--- config.mk ---
export PLATFORM = sky130hd
export DESIGN_NAME = bcd_multiply_divide_unit
export DESIGN_NICKNAME = d
export VERILOG_FILES = /design/src/logic/bcd_muldiv_pkg.sv /design/src/logic/bcd_multiply_divide_unit.sv
export VERILOG_INCLUDE_DIRS = /design/src /design/src/logic
export SDC_FILE = /design/constraint.sdc
export NUM_CORES = 2
export LEC_CHECK = 0
export BUFFER_PORTS_ARGS = -buffer_cell sky130_fd_sc_hd__buf_2
export CORE_ASPECT_RATIO = 0.8
export CORE_MARGIN = 10
export CORE_UTILIZATION = 61
export DETAILED_ROUTE_END_ITERATION = 6
export GPL_ROUTABILITY_DRIVEN = 0
export PLACE_DENSITY = 0.81
export SLEW_MARGIN = 15
export SYNTH_ARGS = -nofsm -noshare
export SYNTH_HDL_FRONTEND = slang
export SYNTH_SLANG_ARGS = --single-unit
--- constraint.sdc ---
create_clock -name sys_clk_i -period 117.4 [get_ports sys_clk_i]
set_clock_uncertainty 0.2 [all_clocks]
set_input_delay 11.74 -clock sys_clk_i [delete_from_list [all_inputs] [get_ports sys_clk_i]]
set_output_delay 11.74 -clock sys_clk_i [all_outputs]
set_load 0.01 [all_outputs]
--- src/logic/bcd_muldiv_regs.svh ---
// Opcodes, reset values and constants of the BCD multiply/divide unit
`ifndef BCD_MULDIV_REGS_SVH
`define BCD_MULDIV_REGS_SVH

`define MULTIPLY_OPCODE          8'h73
`define DIVIDE_OPCODE            8'h74
`define LOAD_ACCUMULATOR_OPCODE  8'h50

`define ACC_RESET                16'h0000
`define AUX_RESET                16'h0000
`define BIN_RESET                14'h0000

`define FRACTION_SCALE           28'h0002710
`define RESULT_LATENCY           2

`endif

--- src/logic/bcd_muldiv_pkg.sv ---
// Types of the BCD multiply/divide unit
package bcd_muldiv_pkg;

   typedef enum logic [1:0]
   {
      SRC_WORD  = 2'h0,
      SRC_PAIR  = 2'h1,
      SRC_CONST = 2'h2,
      SRC_AUX   = 2'h3
   } operand_src_t;

   typedef struct packed
   {
      logic [7:0]   opcode;
      operand_src_t src;
      logic [15:0]  reg_word;
      logic [7:0]   byte_low;
      logic [7:0]   byte_high;
      logic [15:0]  konst;
   } command_t;

   typedef struct packed
   {
      logic zero;
      logic div_zero;
   } status_t;

   typedef enum logic [1:0]
   {
      ST_IDLE = 2'b01,
      ST_CALC = 2'b10
   } unit_fsm_t;

   typedef struct packed
   {
      unit_fsm_t   fsm;
      logic        is_div;
      logic [13:0] a_bin;
      logic [13:0] b_bin;
      logic [15:0] acc;
      logic [15:0] aux;
      status_t     flags;
      logic        done;
   } unit_state_t;

endpackage : bcd_muldiv_pkg

--- src/logic/bcd_multiply_divide_unit.sv ---
// BCD multiply/divide unit on the 16-bit accumulator with auxiliary accumulator
//
// Behaviour
// - A multiply takes the accumulator times an operand from a word register, a byte pair, a BCD constant or the auxiliary pair.
// - A multiply leaves the low four product digits in the accumulator and the high four in the auxiliary pair.
// - A multiply whose product is zero sets the zero flag.
// - A divide takes the accumulator as dividend and the selected operand as divisor.
// - A divide by a nonzero divisor leaves the integer quotient in the accumulator and four fraction digits in the auxiliary pair.
// - A divide sets the zero flag when dividend or divisor is zero.
// - A divide sets the divide-by-zero flag when the divisor is zero.
// - The auxiliary pair is readable as a register pair, so a load can bring it into the accumulator.
`timescale 1ns/100ps
`include "bcd_muldiv_regs.svh"

module bcd_multiply_divide_unit
(
   input  wire logic                     sys_clk_i,
   input  wire logic                     sys_rst_i,
   input  wire logic                     cmd_valid_i,
   input  wire bcd_muldiv_pkg::command_t cmd_i,
   output logic                          busy_o,
   output logic                          done_o,
   output logic [15:0]                   acc_o,
   output logic [15:0]                   aux_o,
   output bcd_muldiv_pkg::status_t       status_o
);

   ////////////////////////////////////////////////////////////////////////////
   // Arithmetic helpers

   function automatic logic [13:0] bcd2bin(input logic [15:0] d);
      logic [17:0] s;
      s = 18'(d[15:12]) * 18'h003E8 + 18'(d[11:8]) * 18'h00064 + 18'(d[7:4]) * 18'h0000A + 18'(d[3:0]);
      return s[13:0];
   endfunction : bcd2bin

   function automatic logic [31:0] bin2bcd(input logic [27:0] b);
      logic [31:0] r;
      r = 32'h00000000;
      for (int i = 27; i >= 0; i--)
      begin
         for (int k = 0; k < 8; k++)
         begin
            if (r[4*k +: 4] > 4'h4)
            begin
               r[4*k +: 4] = r[4*k +: 4] + 4'h3;
            end
         end
         r = {r[30:0], b[i]};
      end
      return r;
   endfunction : bin2bcd

   function automatic logic [15:0] pick_operand(input bcd_muldiv_pkg::command_t c, input logic [15:0] aux);
      case (c.src)
         bcd_muldiv_pkg::SRC_WORD:  return c.reg_word;
         bcd_muldiv_pkg::SRC_PAIR:  return {c.byte_high, c.byte_low};
         bcd_muldiv_pkg::SRC_CONST: return c.konst;
         default:                   return aux;
      endcase
   endfunction : pick_operand

   ////////////////////////////////////////////////////////////////////////////
   // State and datapath

   bcd_muldiv_pkg::unit_state_t st;
   bcd_muldiv_pkg::unit_state_t next_st;
   logic [15:0]                 operand;
   logic                        is_mul_cmd;
   logic                        is_div_cmd;
   logic [13:0]                 b_safe;
   logic [27:0]                 product;
   logic [13:0]                 quotient;
   logic [13:0]                 remainder;
   logic [27:0]                 fraction;
   logic [31:0]                 product_bcd;
   logic [31:0]                 quotient_bcd;
   logic [31:0]                 fraction_bcd;

   assign operand     = pick_operand(cmd_i, st.aux);
   assign is_mul_cmd  = cmd_valid_i && (cmd_i.opcode == `MULTIPLY_OPCODE);
   assign is_div_cmd  = cmd_valid_i && (cmd_i.opcode == `DIVIDE_OPCODE);
   assign b_safe      = (st.b_bin == `BIN_RESET) ? 14'h0001 : st.b_bin;
   assign product     = 28'(st.a_bin) * 28'(st.b_bin);
   assign product_bcd = bin2bcd(product);
   assign quotient    = st.a_bin / b_safe;
   assign remainder   = st.a_bin % b_safe;
   assign fraction    = (28'(remainder) * `FRACTION_SCALE) / 28'(b_safe);
   assign quotient_bcd = bin2bcd(28'(quotient));
   assign fraction_bcd = bin2bcd(fraction);

   always_comb
   begin
      next_st      = st;
      next_st.done = 1'b0;
      case (st.fsm)
         bcd_muldiv_pkg::ST_IDLE:
         begin
            if (is_mul_cmd || is_div_cmd)
            begin
               next_st.a_bin  = bcd2bin(st.acc);
               next_st.b_bin  = bcd2bin(operand);
               next_st.is_div = is_div_cmd;
               next_st.fsm    = bcd_muldiv_pkg::ST_CALC;
            end
            else if (cmd_valid_i && (cmd_i.opcode == `LOAD_ACCUMULATOR_OPCODE))
            begin
               next_st.acc = operand;
            end
         end
         bcd_muldiv_pkg::ST_CALC:
         begin
            next_st.fsm  = bcd_muldiv_pkg::ST_IDLE;
            next_st.done = 1'b1;
            if (!st.is_div)
            begin
               next_st.acc        = product_bcd[15:0];
               next_st.aux        = product_bcd[31:16];
               next_st.flags.zero = (product == 28'h0000000);
            end
            else
            begin
               next_st.flags.zero     = (st.a_bin == `BIN_RESET) || (st.b_bin == `BIN_RESET);
               next_st.flags.div_zero = (st.b_bin == `BIN_RESET);
               if (st.b_bin != `BIN_RESET)
               begin
                  next_st.acc = quotient_bcd[15:0];
                  next_st.aux = fraction_bcd[15:0];
               end
            end
         end
         default:
         begin
            next_st.fsm = bcd_muldiv_pkg::ST_IDLE;
         end
      endcase
   end

   always_ff @(posedge sys_clk_i)
   begin
      if (sys_rst_i)
      begin
         st.fsm            <= bcd_muldiv_pkg::ST_IDLE;
         st.is_div         <= 1'b0;
         st.a_bin          <= `BIN_RESET;
         st.b_bin          <= `BIN_RESET;
         st.acc            <= `ACC_RESET;
         st.aux            <= `AUX_RESET;
         st.flags.zero     <= 1'b0;
         st.flags.div_zero <= 1'b0;
         st.done           <= 1'b0;
      end
      else
      begin
         st <= next_st;
      end
   end

   assign busy_o   = (st.fsm == bcd_muldiv_pkg::ST_CALC);
   assign done_o   = st.done;
   assign acc_o    = st.acc;
   assign aux_o    = st.aux;
   assign status_o = st.flags;

   ////////////////////////////////////////////////////////////////////////////
   // Checks

   logic idle;
   assign idle = (st.fsm == bcd_muldiv_pkg::ST_IDLE);

   a_mul_digits: assert property (@(posedge sys_clk_i) disable iff (sys_rst_i)
      idle && is_mul_cmd |-> ##2
      {aux_o, acc_o} == bin2bcd(28'(bcd2bin($past(acc_o, 2))) * 28'(bcd2bin($past(operand, 2)))))
      else $error("Multiply result digits wrong");

   a_mul_zero: assert property (@(posedge sys_clk_i) disable iff (sys_rst_i)
      idle && is_mul_cmd |-> ##2
      status_o.zero == ((bcd2bin($past(acc_o, 2)) == 14'h0000) || (bcd2bin($past(operand, 2)) == 14'h0000)))
      else $error("Multiply zero flag wrong");

   a_div_quotient: assert property (@(posedge sys_clk_i) disable iff (sys_rst_i)
      idle && is_div_cmd && (bcd2bin(operand) != 14'h0000) |-> ##2
      bcd2bin(acc_o) == bcd2bin($past(acc_o, 2)) / bcd2bin($past(operand, 2)))
      else $error("Divide integer part wrong");

   a_div_fraction: assert property (@(posedge sys_clk_i) disable iff (sys_rst_i)
      idle && is_div_cmd && (bcd2bin(operand) != 14'h0000) |-> ##2
      28'(bcd2bin(aux_o)) == (28'(bcd2bin($past(acc_o, 2)) % bcd2bin($past(operand, 2))) * 28'h0002710)
                             / 28'(bcd2bin($past(operand, 2))))
      else $error("Divide fraction digits wrong");

   a_div_zero_flag: assert property (@(posedge sys_clk_i) disable iff (sys_rst_i)
      idle && is_div_cmd |-> ##2
      status_o.zero == ((bcd2bin($past(acc_o, 2)) == 14'h0000) || (bcd2bin($past(operand, 2)) == 14'h0000)))
      else $error("Divide zero flag wrong");

   a_div_by_zero: assert property (@(posedge sys_clk_i) disable iff (sys_rst_i)
      idle && is_div_cmd |-> ##2 status_o.div_zero == (bcd2bin($past(operand, 2)) == 14'h0000))
      else $error("Divide-by-zero flag wrong");

   a_div_zero_hold: assert property (@(posedge sys_clk_i) disable iff (sys_rst_i)
      idle && is_div_cmd && (bcd2bin(operand) == 14'h0000) |-> ##2 $stable(acc_o) && $stable(aux_o))
      else $error("Divide by zero altered accumulators");

   a_aux_load: assert property (@(posedge sys_clk_i) disable iff (sys_rst_i)
      idle && cmd_valid_i && (cmd_i.opcode == 8'h50) && (cmd_i.src == bcd_muldiv_pkg::SRC_AUX)
      |=> acc_o == $past(aux_o))
      else $error("Auxiliary load into accumulator failed");

   a_done_timing: assert property (@(posedge sys_clk_i) disable iff (sys_rst_i)
      idle && (is_mul_cmd || is_div_cmd) |=> busy_o ##1 (done_o && !busy_o) ##1 !done_o)
      else $error("Done pulse timing wrong");

   c_mul_wide: cover property (@(posedge sys_clk_i) disable iff (sys_rst_i)
      done_o && !st.is_div && (aux_o != 16'h0000));
   c_div_fraction: cover property (@(posedge sys_clk_i) disable iff (sys_rst_i)
      done_o && st.is_div && !status_o.div_zero && (aux_o != 16'h0000));
   c_div_by_zero: cover property (@(posedge sys_clk_i) disable iff (sys_rst_i)
      done_o && status_o.div_zero);
   c_busy_refused: cover property (@(posedge sys_clk_i) disable iff (sys_rst_i)
      busy_o && cmd_valid_i);

endmodule : bcd_multiply_divide_unit

# Word-level counts from Yosys, hierarchy flattened
# Index checks and enable logic that the tools add are counted.
# classes
magnitude_cmp,224
bitwise_logic,1
add_sub_neg,230
mux,232
mul,8
reduce_logical,16
n_div,3
eq_ne,11
# ops
op,n
$gt A4 B3 Y1 const B,208
$mux W4,202
$add A4 B2 Y4 const B,189
$add A3 B2 Y3 const B,22
$mux W3,22
$add A3 B2 Y4 const B,13
$gt A3 B3 Y1 const B,16
$pmux W16 S3,1
$mux W33,1
$mux W16,2
$mux W32,1
$pmux W16 S2,1
$add A14 B11 Y14,2
$add A14 B4 Y14,2
$add A14 B8 Y14,2
$div A28 B14 Y28,1
$logic_not A14 Y1,2
$logic_not A28 Y1,1
$mul A14 B14 Y28,1
$eq A8 B7 Y1 const B,3
$mul A14 B10 Y24 const B,1
$mul A4 B7 Y11 const B,2
$mul A4 B5 Y9 const B,2
$div A14 B14 Y14,1
18 further kinds,27
# totals
elab_cells,734
in_bits,61
output_inout_bits,36
register_bits,66

# Longest topological paths before layout
# depth
depth_word,58
depth_mapped,600
mapped_depth_nobuf,552

# Least setup slack after synthesis
# OpenSTA, ideal clock, no wires.
# synth_path
kind,register to register
start,reg st[43] (netlist bit)
end,"reg st, in the netlist aux_o[0]"
n_path_buf,60
period_less_slack_ps,111030
slack_ps,6370
t_required_ps,117087
stages_incl_launch_ff,578
arrival_time_ps,110718
setup_time_ps,113
path_cell_list,dfxtp_1 or4_1 buf_2 o41ai_4 inv_4 buf_2 buf_1 o21a_1 o21ai_1 nor2_1 xor2_1 ha_1 o21a_1 o21a_1 o21ai_1 nor2_1 xor2_1 ha_1 [542 not listed] ha_1 a21oi_1 nor2b_1 o21ai_0 nand2b_1 a21oi_1 nor2b_1 o21ai_0 nand2b_1 a21oi_1 a21boi_0 o21ai_0 nand3b_1 a2111oi_0 nand3_1 nor2_1 a221o_1 nand2_1
# synth_between
elab_chain_len,52
# synth_rtl
item,line_no,rtl
"start, declared",bcd_multiply_divide_unit.sv:66,bcd_muldiv_pkg::unit_state_t st;
"start signal, assigned",bcd_multiply_divide_unit.sv:155,st <= next_st;
"parallel branches: the longest is 52 deep, another holds $div A28 B14 Y28",-,
# Parallel ways; which one is timed is not known. The select of a mux whose other input is x is not followed.
# A chain may end at the register's enable or synchronous reset.

# Final worst setup path
# layout_path
start,reg st[39] (netlist bit)
end,"reg st, in the netlist aux_o[0]"
# Same word-level chain as after synthesis.

==> flow_summary.json <==
{
  "cts.sinks": 66,
  "finalCritPeriodShare_pct": 93.9,
  "drt-initial-drc-count": 7314,
  "grt_first_pass_wirelength_mm": 324,
  "place_ws_ns": -1.94,
  "fin_ws_ns": 7.13,
  "syn_inst": 9070,
  "slew_headroom_pct": -1.25,
  "fp.coreArea_mm2": 0.109,
  "rows": 108,
  "fp.dieW_um": 390,
  "numCtsBuffers": 9,
  "cp_slowest_cell": "or4_1",
  "layout_commonest_cell": "ha_1",
  "r2r_end": "aux_o[0]",
  "cts.clk_slew.worst_paths_ns": 0.07,
  "reg2regPathDepth": 551,
  "ys_warn_count": 0,
  "worst_skew_pair.late_latency_ns": 0.36,
  "synthDistinctLibCells": 144,
  "outcome": "finished, violations left",
  "clk_path_buf_depth": 2,
  "drv_slew": 4,
  "die_y_um": 316,
  "fin_util_pct": 64.1,
  "routed_wl_mm": 203,
  "cp-endpoint": "aux_o[0]",
  "ys_seq_area_share_pct": 1.97,
  "crit_fanout": 32,
  "place_area_mm2": 0.0684,
  "path_common_cell": "o21a_1",
  "final_cell_area_mm2": 0.0697,
  "ant_nets": 0,
  "final_cell_mix": "ha_1, inv_1, nand2_1",
  "grt_pass1_vias": 65157,
  "rr_startpoint": "st[39]",
  "critPathMaxStageDelay_ns": 0.54,
  "drt_pre_antenna_iters": 7,
  "violations": "design-rule violations, max-capacitance violations, max-slew violations",
  "timing.fmax_mhz": 9.07,
  "startpoint": "st[39]",
  "port_buffers": 96,
  "synth_ff_type": "dfxtp_1",
  "critical_path_class": "flop to flop",
  "syn2layout_area_growth_pct": 4.05,
  "ys_ff_latch": 66,
  "vias": 70877,
  "route.detailed.drc": 3,
  "netlist_area_mm2": 0.0670,
  "cts_tree": "done",
  "synth_area_leaders": "ha_1, fa_1, a21oi_1",
  "viasPerCell": 6.78,
  "hp-class": "flop to flop",
  "initial_core_util_pct": 61.6,
  "synth_top_area_share_pct": 19.8,
  "drive_above_1_share_pct": 9.48,
  "overflow": 0,
  "ff2ff_setup_slack_ns": 7.13,
  "min_from": "aux_o[11]",
  "grt_use_total_pct": 30.5,
  "fin_tns_setup_ns": 0,
  "grt_start_max_net_pins": 68,
  "register_area_mm2": 0.00133,
  "ios": 97,
  "hold_violations": 0,
  "cp_data_arrival_time_ns": 110.32,
  "critPathLaunchType": "flop",
  "die-area_mm2": 0.123,
  "clock-root-buffer": "clkbuf_16",
  "multi_input_area_mm2": 0.0620,
  "synth_largest_area_cell": "ha_1",
  "ctsHtreeMaxLevel": 3,
  "tightest_slew_ns": 1.50,
  "post_drt_wl_per_cell_um": 19.5,
  "num-fill-cells": 9371,
  "critPathRequiredTime_ns": 117.45,
  "layout.nets": 10328,
  "setup_viol": 0,
  "async_flop_share_pct": 0,
  "end_kind": "flop",
  "synth_edf_count": 0,
  "hpwl_mm": 161,
  "antenna_found_initial": 2,
  "finalCriticalPeriod_ns": 110.27,
  "maxCapViolations": 1,
  "syn_avg_cell_area_um2": 7.38,
  "syn_nets": 10391
}
==> worst max-delay path, delay by kind of cell (launching register included) <==
family | cells | cell delay (ns)
compound gates | 317 | 62.72
xor+xnor | 21 | 3.81
mux | 7 | 2.18
simple gates | 126 | 20.87
buf+inv | 35 | 5.80
flops | 1 | 0.30
fa+ha+maj | 45 | 14.16
==> cells in the mapped netlist (61+ instances only) <==
master and count:
nor2b_1 82, nor3_1 338, clkbuf_1 175, nand4_1 83
and2_1 197, o21bai_1 61, xor2_1 161, inv_1 733
or2_2 85, and3_1 96, o21ai_0 361, ha_1 1057
a211oi_1 119, nand3_1 148, xnor2_1 258, o211ai_1 131
dfxtp_1 66, a21o_1 166, mux2_2 219, fa_1 203
nand2b_1 138, a31oi_1 120, or3_1 80, nand2_1 721
a21oi_1 569, mux2i_1 205, o31ai_1 188, nor2_1 699
o21a_1 286
==> stage by stage <==
step | hold slack, ns | cells
floorplan | 0.247 | 9070
global placement | 0.282 | 10375
detailed placement | 0.293 | 10375
CTS | 0.301 | 10393
global route | 0.317 | 10442
finish | 0.301 | 10447
==> logic make-up after synthesis <==
logic type,share of synthesized area (%)
XOR/XNOR,5.55
AND/OR/NAND/NOR,22.4
adder cells (fa/ha/maj),25.8
flip-flops,1.97
buffers and inverters,6.22
multiplexers,7.75
AO/OA/AOI/OAI,30.3
==> worst min-delay path by stage <==
stage | to | slack [ns] | cells past startpoint
after floorplan | aux_o[11] | 0.25 | 2
after global placement | aux_o[11] | 0.28 | 2
after detailed placement | aux_o[11] | 0.29 | 2
after CTS | aux_o[11] | 0.30 | 2
after global routing | aux_o[11] | 0.32 | 2
final | aux_o[11] | 0.30 | 2
==> layer usage <==
metal / global-route usage [%] / wire (µm) / vias up
li1: - / - / 33607
met4: 8.93 / 6390 / 2
met1: 40.9 / 87200 / 33347
met3: 6.12 / 21500 / 529
met2: 49.0 / 88200 / 3392
met5: 0 / 11 / -
==> final cells by class <==
type	count	share of cell area, %
antenna	5	0.0180
clock buffer	13	0.388
clock inverter	3	0.0665
inverter	758	4.17
multi-input combinational	7962	88.9
sequential	66	1.90
tap	1430	2.57
timing repair buffer	204	1.91
timing repair inverter	6	0.0431
==> repair_timing <==
action / 4_1_cts / 5_1_grt
buffers inserted: 2 / 39
pin swaps: 1 / 13
setup endpoints to repair: 5 / 13
hold buffers: 0 / 0
cloned: 0 / 10
resized for setup: 10 / 125
==> sequential cells by signal, indices dropped and copies added (netlist names) <==
register  cells
acc_o        16
aux_o        16
done_o        1
status_o      2
st           31
Power is left out: the tool's default activity adds up to more than one toggle a clock period on the data nets, which glitch-free logic cannot reach.
